<file path="config.mk">
export PLATFORM = sky130hd
export DESIGN_NAME = iasg_top
export DESIGN_NICKNAME = d
export VERILOG_FILES = /design/src/shared/iasg_pkg.sv /design/src/hw/iasg_cksum.sv /design/src/hw/iasg_top.sv
export SDC_FILE = /design/constraint.sdc
export NUM_CORES = 1
export LEC_CHECK = 0
export BUFFER_PORTS_ARGS = -buffer_cell sky130_fd_sc_hd__buf_2
export CELL_PAD_IN_SITES_DETAIL_PLACEMENT = 0
export CELL_PAD_IN_SITES_GLOBAL_PLACEMENT = 2
export CORE_MARGIN = 4
export CORE_UTILIZATION = 30
export DETAILED_ROUTE_END_ITERATION = 12
export PLACE_DENSITY = 0.91
export RECOVER_POWER = 100
export SYNTH_ARGS = -nofsm -noshare
export SYNTH_HDL_FRONTEND = slang
export SYNTH_SLANG_ARGS = --single-unit
</file>
<file path="constraint.sdc">
create_clock -name clk -period 3.6 [get_ports clk]
set_input_delay 0.18 -clock clk [delete_from_list [all_inputs] [get_ports clk]]
set_output_delay 0.18 -clock clk [all_outputs]
set_load 0.01 [all_outputs]
</file>
<file path="src/shared/iasg_pkg.sv">
// Package for the I2C address select and global address block
package iasg_pkg;

  localparam logic [6:0] IASG_GLOBAL_ADDR     = 7'h48;
  localparam logic [4:0] IASG_LOCAL_PREFIX    = 5'h13;
  localparam logic       IASG_GBL_EN_RESET    = 1'b1;
  localparam logic       IASG_REDETECT_RESET  = 1'b0;
  localparam logic [7:0] IASG_CKSUM_RESET     = 8'h00;
  localparam logic [1:0] IASG_STRAP_RESET     = 2'h0;
  localparam int         IASG_SETTLE_NS       = 40;
  localparam int         IASG_CLK_NS          = 10;
  localparam int         IASG_SETTLE_CYC      = (IASG_SETTLE_NS + IASG_CLK_NS - 1) / IASG_CLK_NS;

  // Strap levels: ground, resistor to ground, resistor to supply, supply
  typedef enum logic [1:0] {
    IASG_STRAP_GND  = 2'b00,
    IASG_STRAP_RGND = 2'b01,
    IASG_STRAP_RVDD = 2'b10,
    IASG_STRAP_VDD  = 2'b11
  } iasg_strap_type;

  typedef struct packed {
    logic       valid;
    logic [6:0] addr;
  } iasg_addr_type;

  typedef struct packed {
    logic       valid;
    logic [7:0] data;
  } iasg_byte_type;

endpackage

</file>
<file path="src/hw/iasg_cksum.sv">
// Running checksum of received command bytes
`timescale 1ns/1ns
`default_nettype none

module iasg_cksum
  import iasg_pkg::*;
(
  // Clock and reset
  input  wire logic          clk,
  input  wire logic          reset,
  // Byte stream
  input  wire iasg_byte_type rx_byte,
  input  wire logic          clear,
  // Result
  output logic [7:0]         sum
);

  logic [7:0] sum_reg;
  logic [7:0] sum_next;

  // CRC-8, polynomial x^8+x^2+x+1, one byte per cycle
  function automatic logic [7:0] crc8_step(input logic [7:0] crc, input logic [7:0] data);
    logic [7:0] c;
    c = crc ^ data;
    for (int i = 0; i < 8; i++) begin
      c = c[7] ? ((c << 1) ^ 8'h07) : (c << 1);
    end
    return c;
  endfunction

  always_comb begin
    sum_next = sum_reg;
    if (clear) begin
      sum_next = IASG_CKSUM_RESET;
    end else if (rx_byte.valid) begin
      sum_next = crc8_step(sum_reg, rx_byte.data);
    end
  end

  always_ff @(posedge clk or posedge reset) begin
    if (reset) begin
      sum_reg <= IASG_CKSUM_RESET;
    end else begin
      sum_reg <= sum_next;
    end
  end

  assign sum = sum_reg;

endmodule

`default_nettype wire

</file>
<file path="src/hw/iasg_top.sv">
// I2C target address selection, global address match and command checksum
// Operation
// [RULE_01] In I2C mode with global enable set, also accept address 0x48.
// [RULE_02] Host ignores ACK/NACK on broadcast writes; many targets answer together.
// [RULE_03] Keep readable checksum of received commands for host verification.
// [RULE_04] Global enable: 0 disables, 1 enables; resets to 1.
// [RULE_05] Local address sampled from select pin when shutdown pin releases.
// [RULE_06] Writing 1 to re-detect resamples the pin and updates address.
// [RULE_07] Local address is 10011xx, low bits from pin: 0x4C to 0x4F.
// [RULE_08] Re-detect control clears itself once the pin has been resampled.
`timescale 1ns/1ns
`default_nettype none

module iasg_top
  import iasg_pkg::*;
#(
  parameter int SETTLE_CYC = IASG_SETTLE_CYC
)
(
  // Clock and reset
  input  wire logic                    clk,
  input  wire logic                    reset,
  // Device pins
  input  wire logic                    shutdown_n_pin,
  input  wire iasg_strap_type          address_select_pin,
  input  wire logic                    i2c_mode,
  // Control writes from the register map
  input  wire logic                    global_address_enable_wr,
  input  wire logic                    global_address_enable_wdata,
  input  wire logic                    address_redetect_wr,
  input  wire logic                    address_redetect_wdata,
  input  wire logic                    command_checksum_clear,
  // Address phase from the I2C target
  input  wire iasg_addr_type           bus_addr,
  // Command bytes received after an address match
  input  wire iasg_byte_type           cmd_byte,
  // Results
  output logic                         addr_match,
  output logic                         addr_match_global,
  output logic [6:0]                   local_address,
  output logic                         global_address_enable,
  output logic                         address_redetect,
  output logic [7:0]                   command_checksum
);

  import iasg_pkg::*;

  typedef enum logic [1:0] {
    IASG_ST_SHUTDOWN = 2'b00,
    IASG_ST_SETTLE   = 2'b01,
    IASG_ST_RUN      = 2'b10
  } iasg_state_type;

  localparam int CNT_W = (SETTLE_CYC > 1) ? $clog2(SETTLE_CYC + 1) : 1;

  // Capture group
  iasg_state_type   state_reg;
  iasg_state_type   state_next;
  logic [CNT_W-1:0] cnt_reg;
  logic [CNT_W-1:0] cnt_next;
  logic             sd_prev_reg;
  logic             sd_prev_next;
  // Strap group
  logic [1:0]       strap_reg;
  logic [1:0]       strap_next;
  // Control group
  logic             gbl_en_reg;
  logic             gbl_en_next;
  logic             redet_reg;
  logic             redet_next;
  // Match group
  logic             match_reg;
  logic             match_next;
  logic             match_gbl_reg;
  logic             match_gbl_next;
  // Shared
  logic [7:0]       sum;
  logic             sample_now;
  logic             running;

  function automatic logic [6:0] local_from_strap(input logic [1:0] strap);
    return {IASG_LOCAL_PREFIX, strap};
  endfunction

  // Broadcast address is fixed; the enable and I2C mode gate it
  function automatic logic is_global(input logic [6:0] addr);
    return addr == IASG_GLOBAL_ADDR;
  endfunction

  // Matches stay off through shutdown and settle until each capture ends, so a host
  // probing during settle sees silence rather than a stale address
  assign running = (state_reg == IASG_ST_RUN);

  // Pin is sampled once the settle time after release has passed
  always_comb begin
    state_next   = state_reg;
    cnt_next     = cnt_reg;
    sample_now   = 1'b0;
    sd_prev_next = shutdown_n_pin;
    unique case (state_reg)
      IASG_ST_SHUTDOWN: begin
        if (shutdown_n_pin && !sd_prev_reg) begin
          state_next = IASG_ST_SETTLE;
          cnt_next   = CNT_W'(SETTLE_CYC - 1);
        end
      end
      IASG_ST_SETTLE: begin
        if (!shutdown_n_pin) begin
          state_next = IASG_ST_SHUTDOWN;
        end else if (cnt_reg == '0) begin
          sample_now = 1'b1;                                     // [RULE_05]
          state_next = IASG_ST_RUN;
        end else begin
          cnt_next = cnt_reg - CNT_W'(1);
        end
      end
      IASG_ST_RUN: begin
        if (!shutdown_n_pin) begin
          state_next = IASG_ST_SHUTDOWN;
        end else if (redet_reg) begin
          sample_now = 1'b1;                                     // [RULE_06]
        end
      end
      default: begin
        state_next = IASG_ST_SHUTDOWN;
      end
    endcase
  end

  // Released pin at reset release counts as a fresh release
  always_ff @(posedge clk or posedge reset) begin
    if (reset) begin
      state_reg   <= IASG_ST_SHUTDOWN;
      cnt_reg     <= '0;
      sd_prev_reg <= 1'b0;
    end else begin
      state_reg   <= state_next;
      cnt_reg     <= cnt_next;
      sd_prev_reg <= sd_prev_next;
    end
  end

  // Strap is only taken on a capture or a resample
  always_comb begin
    strap_next = sample_now ? address_select_pin : strap_reg;   // [RULE_07]
  end

  always_ff @(posedge clk or posedge reset) begin
    if (reset) begin
      strap_reg <= IASG_STRAP_RESET;
    end else begin
      strap_reg <= strap_next;
    end
  end

  // Software write wins; otherwise clear after the resample
  always_comb begin
    gbl_en_next = global_address_enable_wr ? global_address_enable_wdata : gbl_en_reg; // [RULE_04]
    if (address_redetect_wr) begin
      redet_next = address_redetect_wdata;
    end else if (redet_reg && running) begin
      redet_next = 1'b0;                                         // [RULE_08]
    end else begin
      redet_next = redet_reg;
    end
  end

  always_ff @(posedge clk or posedge reset) begin
    if (reset) begin
      gbl_en_reg <= IASG_GBL_EN_RESET;
      redet_reg  <= IASG_REDETECT_RESET;
    end else begin
      gbl_en_reg <= gbl_en_next;
      redet_reg  <= redet_next;
    end
  end

  // Only answer once an address is known and the device is up
  always_comb begin
    match_gbl_next = 1'b0;
    match_next     = 1'b0;
    if (bus_addr.valid && running && i2c_mode) begin
      match_gbl_next = gbl_en_reg && is_global(bus_addr.addr);  // [RULE_01]
      match_next     = match_gbl_next || (bus_addr.addr == local_from_strap(strap_reg));
    end
  end

  always_ff @(posedge clk or posedge reset) begin
    if (reset) begin
      match_reg     <= 1'b0;
      match_gbl_reg <= 1'b0;
    end else begin
      match_reg     <= match_next;
      match_gbl_reg <= match_gbl_next;
    end
  end

  // Broadcast writes cannot be trusted by ACK, so every byte feeds the sum except one that arrives in the same cycle as a clear
  iasg_cksum u_cksum (
    .clk     (clk),
    .reset   (reset),
    .rx_byte (cmd_byte),
    .clear   (command_checksum_clear),
    .sum     (sum)
  );                                                             // [RULE_03]

  always_comb begin
    addr_match            = match_reg;
    addr_match_global     = match_gbl_reg;
    local_address         = local_from_strap(strap_reg);
    global_address_enable = gbl_en_reg;
    address_redetect      = redet_reg;
    command_checksum      = sum;
  end

endmodule

`default_nettype wire

</file>
==> report_table.html <==
<table>
<tr><th>Metric</th><th>Value</th></tr>
<tr><th colspan="2">Status</th></tr>
<tr><td>Run status</td><td>finished, final reports clean</td></tr>
<tr><th colspan="2">Global routing</th></tr>
<tr><td>Largest net degree at the start of global routing</td><td>21</td></tr>
<tr><td>Global-route wire length before repair</td><td>4490 um</td></tr>
<tr><td>Initial antenna violation count</td><td>0</td></tr>
<tr><td>Via count of the first global-routing pass</td><td>1008</td></tr>
<tr><td>Total GRT Usage</td><td>0.107</td></tr>
<tr><td>GRT Residual Overflow</td><td>0</td></tr>
<tr><th colspan="2">Routing</th></tr>
<tr><td>Detailed-route wire length</td><td>2660 um</td></tr>
<tr><td>Drt pass-1 iters</td><td>4</td></tr>
<tr><td>Vias after detailed routing</td><td>954</td></tr>
<tr><td>DR WL/cell</td><td>12.5 um</td></tr>
<tr><td>Routed vias/inst</td><td>4.48</td></tr>
<tr><td>Total DRC errors in the routed layout</td><td>0</td></tr>
<tr><td>WL met2</td><td>1280 um</td></tr>
<tr><td>Post-detailed-route count of antenna-violating nets</td><td>0</td></tr>
<tr><td>Number of violations reported at the end of detailed-routing iteration 0</td><td>18</td></tr>
<tr><td>Sum of routed wire segments on met1</td><td>1100 um</td></tr>
<tr><td>Met3 wirelength from detailed routing</td><td>264 um</td></tr>
<tr><td>Uppermost metal layer occupied by signal nets</td><td>met4</td></tr>
<tr><th colspan="2">Placed design</th></tr>
<tr><td>Number of cells in the design after placement</td><td>209</td></tr>
<tr><td>Place WS</td><td>1.93 ns</td></tr>
<tr><td>Final weighted congestion of routability-driven global placement</td><td>0.747</td></tr>
<tr><td>Port Buffer Count</td><td>41</td></tr>
<tr><td>Total placed instance area</td><td>1520 um2</td></tr>
<tr><td>HPWL after detailed placement</td><td>2170 um</td></tr>
<tr><th colspan="2">Yosys</th></tr>
<tr><td>Area share of the largest cell type after synthesis</td><td>0.369</td></tr>
<tr><td>Sequential-to-total area share from yosys stat</td><td>0.389</td></tr>
<tr><td>Warnings, synthesis</td><td>0</td></tr>
<tr><td>Cell types with the largest area share after synthesis</td><td>sky130_fd_sc_hd__dfrtp_1 37%, sky130_fd_sc_hd__xnor2_1 10%, sky130_fd_sc_hd__xnor3_1 7.0%</td></tr>
<tr><td>Cell count after synthesis</td><td>122</td></tr>
<tr><td>Cell area after synthesis</td><td>1290 um2</td></tr>
<tr><td>Cell taking the most area after synthesis</td><td>sky130_fd_sc_hd__dfrtp_1</td></tr>
<tr><td>Number of different library cells in the post-synthesis netlist</td><td>32</td></tr>
<tr><td>Flip-flop and latch count after synthesis</td><td>20</td></tr>
<tr><td>Average footprint of a synthesized cell</td><td>10.6 um2</td></tr>
<tr><th colspan="2">Worst setup path</th></tr>
<tr><td>Arr. time, crit path</td><td>1.97 ns</td></tr>
<tr><td>Crit. End Element</td><td>flip-flop</td></tr>
<tr><td>Reg-to-reg setup timing slack</td><td>1.77 ns</td></tr>
<tr><td>End of the critical path</td><td>u_cksum.sum[1]</td></tr>
<tr><td>Type of the worst setup path</td><td>flip-flop to flip-flop</td></tr>
<tr><td>Reg-to-reg critical path endpoint</td><td>u_cksum.sum[1]</td></tr>
<tr><td>Worst reg2reg path startpoint</td><td>u_cksum.sum[6]</td></tr>
<tr><td>CP startpoint kind</td><td>flip-flop</td></tr>
<tr><td>Crit path launch</td><td>u_cksum.sum[6]</td></tr>
<tr><td>Critical path peak fanout</td><td>4</td></tr>
<tr><td>R2r worst-path depth</td><td>4</td></tr>
<tr><td>Required @ worst endpoint</td><td>3.75 ns</td></tr>
<tr><th colspan="2">Power</th></tr>
<tr><td>Largest vdd supply drop</td><td>0.319 mV</td></tr>
<tr><td>Leak pwr</td><td>0.722 nW</td></tr>
<tr><td>Pwr Density</td><td>688 nW/um2</td></tr>
<tr><th colspan="2">Cells and area</th></tr>
<tr><td>Post-Layout Cell Count</td><td>213</td></tr>
<tr><td>Synthesis-to-finish area growth</td><td>19.2%</td></tr>
<tr><td>Flip-flop count of the largest register after layout</td><td>8</td></tr>
<tr><td>Ratio of cells with drive above 1 in the final layout</td><td>0.190</td></tr>
<tr><td>Fillcell total</td><td>443</td></tr>
<tr><td>Final instance area</td><td>1540 um2</td></tr>
<tr><td>Layout Nets</td><td>197</td></tr>
<tr><td>N_diodes</td><td>0</td></tr>
<tr><th colspan="2">Clocking</th></tr>
<tr><td>Number of buffers on the longest clock path</td><td>2</td></tr>
<tr><td>Post-CTS setup buffer count</td><td>0</td></tr>
<tr><td>Gates resized, CTS repair</td><td>0</td></tr>
<tr><td>Clock tree from TritonCTS</td><td>built</td></tr>
<tr><td>Register clock-pin slew on the reported worst setup and hold paths</td><td>0.07 ns</td></tr>
<tr><td>Clock network latency to the later pin of the worst-skew pair</td><td>0.26 ns</td></tr>
<tr><td>Clock sinks</td><td>20</td></tr>
<tr><td># H-tree levels</td><td>1</td></tr>
<tr><td>Number of buffers added by the clock tree synthesis step</td><td>3</td></tr>
<tr><td>CTS hold repair buffers</td><td>0</td></tr>
<tr><td>Cell at the root of the clock tree</td><td>sky130_fd_sc_hd__clkbuf_8</td></tr>
<tr><th colspan="2">Timing</th></tr>
<tr><td>Number of failing hold endpoints at the final stage</td><td>0</td></tr>
<tr><td>Setup clock skew after layout</td><td>0.00434 ns</td></tr>
<tr><td>Worst Hold Slack</td><td>0.0542 ns</td></tr>
<tr><td>Shortest clock period the worst path allows after layout</td><td>1.83 ns</td></tr>
<tr><td>Transition at the pin with the smallest max-transition slack</td><td>0.776 ns</td></tr>
<tr><td>Post-route fraction of the period consumed by the critical path</td><td>0.507</td></tr>
<tr><td>Aggregate negative setup slack</td><td>0 ns</td></tr>
<tr><td>Worst max-slew margin expressed relative to the limit</td><td>0.482</td></tr>
<tr><td>Unrepaired setup endpoints after global routing</td><td>false</td></tr>
<tr><td>Highest achievable clock rate</td><td>548 MHz</td></tr>
<tr><td>PnR worst setup slack</td><td>1.77 ns</td></tr>
<tr><td>Max-slew violation count</td><td>0</td></tr>
<tr><td>Total of endpoints with negative setup slack in the final report</td><td>0</td></tr>
<tr><th colspan="2">Floorplanning</th></tr>
<tr><td>Chip Width</td><td>73.5 um</td></tr>
<tr><td>Core outline area</td><td>4090 um2</td></tr>
<tr><td>Chip height</td><td>73.5 um</td></tr>
<tr><td>Starting utilization of the core area</td><td>0.315</td></tr>
<tr><td>Area enclosed by the die boundary</td><td>5410 um2</td></tr>
<tr><td>Boundary Pins</td><td>47</td></tr>
<tr><td>Standard-cell rows</td><td>23</td></tr>
<tr><th colspan="2">Job</th></tr>
<tr><td>Maxcap violations</td><td>0</td></tr>
<tr><th colspan="2">Worst hold path</th></tr>
<tr><td>Min-Delay Path Class</td><td>input port to asynchronous set/reset pin</td></tr>
</table>
## per-layer routing
metal / up-vias / GRT usage
met2: 39 / 0.191
met4: 0 / 0.0302
met1: 438 / 0.120
li1: 475 / -
met3: 2 / 0.0383
met5: - / 0
## critical path: stages (launching register included)
cell	delay, ns
sky130_fd_sc_hd__dfrtp_1	0.41
sky130_fd_sc_hd__xnor2_1	0.46
sky130_fd_sc_hd__xnor3_1	0.40
sky130_fd_sc_hd__nor2_1	0.12
sky130_fd_sc_hd__mux2_1	0.33
## stage by stage
step                power (W)  utilization
finish                0.00106        0.376
global route          0.00115        0.376
global placement     0.000901        0.373
CTS                   0.00110        0.386
detailed placement   0.000919        0.373
floorplan            0.000787            -
## area by class of cell
class	instances	area, um2	area share
Timing Repair Buffer	41	186	0.121
Inverter	9	33.8	0.0220
Tap cell	50	62.6	0.0407
Sequential cell	20	502	0.327
Multi-Input combinational cell	89	697	0.454
Clock buffer	4	55.1	0.0358
## worst min path at each step
stage,end,slack (ns)
2_1_floorplan,addr_match,0.14
3_3_place_gp,sd_prev_reg,0.35
3_5_place_dp,sd_prev_reg,0.35
4_1_cts,u_cksum.sum[5],0.08
5_1_grt,addr_match_global,0.10
6_report,u_cksum.sum[5],0.05
## cells by family (layout without fill, tap and decap cells)
logic type / Yosys count / after routing / synth area share
AND/OR/NAND/NOR: 31 / 31 / 0.114
XOR/XNOR: 23 / 23 / 0.228
flip-flops: 20 / 20 / 0.389
AO/OA/AOI/OAI: 16 / 16 / 0.0767
buffers and inverters: 16 / 54 / 0.0612
multiplexers: 9 / 9 / 0.0767
adder cells (fa/ha/maj): 5 / 5 / 0.0485
other: 2 / 5 / 0.00583
## power by group
part | leakage (nW) | switching (W) | internal, W
Combinational | 0.442 | 0.000255 | 0.000280
Sequential | 0.251 | 0.0000601 | 0.000291
Clock | 0.0288 | 0.0000725 | 0.0000973
Total | 0.722 | 0.000388 | 0.000669
## cells in the final DEF, fill, tap and decap left out
cell,netlist,layout
sky130_fd_sc_hd__buf_2,0,26
sky130_fd_sc_hd__dfrtp_1,19,19
sky130_fd_sc_hd__xnor2_1,15,18
sky130_fd_sc_hd__clkbuf_1,1,15
sky130_fd_sc_hd__nor2_1,14,14
sky130_fd_sc_hd__inv_1,8,8
sky130_fd_sc_hd__mux2_1,6,6
sky130_fd_sc_hd__nand2_1,6,6
sky130_fd_sc_hd__ha_1,5,5
sky130_fd_sc_hd__conb_1,2,5
sky130_fd_sc_hd__xnor3_1,4,4
sky130_fd_sc_hd__a211oi_1,4,4
sky130_fd_sc_hd__o21ai_0,1,4
sky130_fd_sc_hd__a21oi_1,4,4
sky130_fd_sc_hd__clkbuf_8,0,4
sky130_fd_sc_hd__nor2b_1,3,3
sky130_fd_sc_hd__nand2b_1,3,3
sky130_fd_sc_hd__mux2i_1,2,2
sky130_fd_sc_hd__clkinv_1,1,1
sky130_fd_sc_hd__mux2_2,1,1
sky130_fd_sc_hd__a22oi_1,1,1
sky130_fd_sc_hd__o211ai_1,1,1
sky130_fd_sc_hd__o21ai_1,4,1
sky130_fd_sc_hd__nor4bb_1,1,1
sky130_fd_sc_hd__nand4_1,1,1
sky130_fd_sc_hd__nor4_1,1,1
sky130_fd_sc_hd__nand3_1,1,1
sky130_fd_sc_hd__o31a_1,1,1
sky130_fd_sc_hd__xor3_1,1,1
sky130_fd_sc_hd__or3_1,1,1
sky130_fd_sc_hd__dfstp_1,0,1
## Yosys cell counts, drive strengths merged
master / count
nand4: 1
buf: 6
a21oi: 4
conb: 2
or3: 1
mux2i: 2
a211oi: 4
xnor3: 4
xor3: 1
dfstp: 1
nor4bb: 1
nand2: 6
inv: 8
o21ai: 5
xnor2: 18
o211ai: 1
nor2b: 3
clkbuf: 1
nand2b: 3
nand3: 1
a22oi: 1
o31a: 1
clkinv: 1
mux2: 7
nor2: 14
ha: 5
nor4: 1
dfrtp: 19
(Power assumes the default switching activity.)
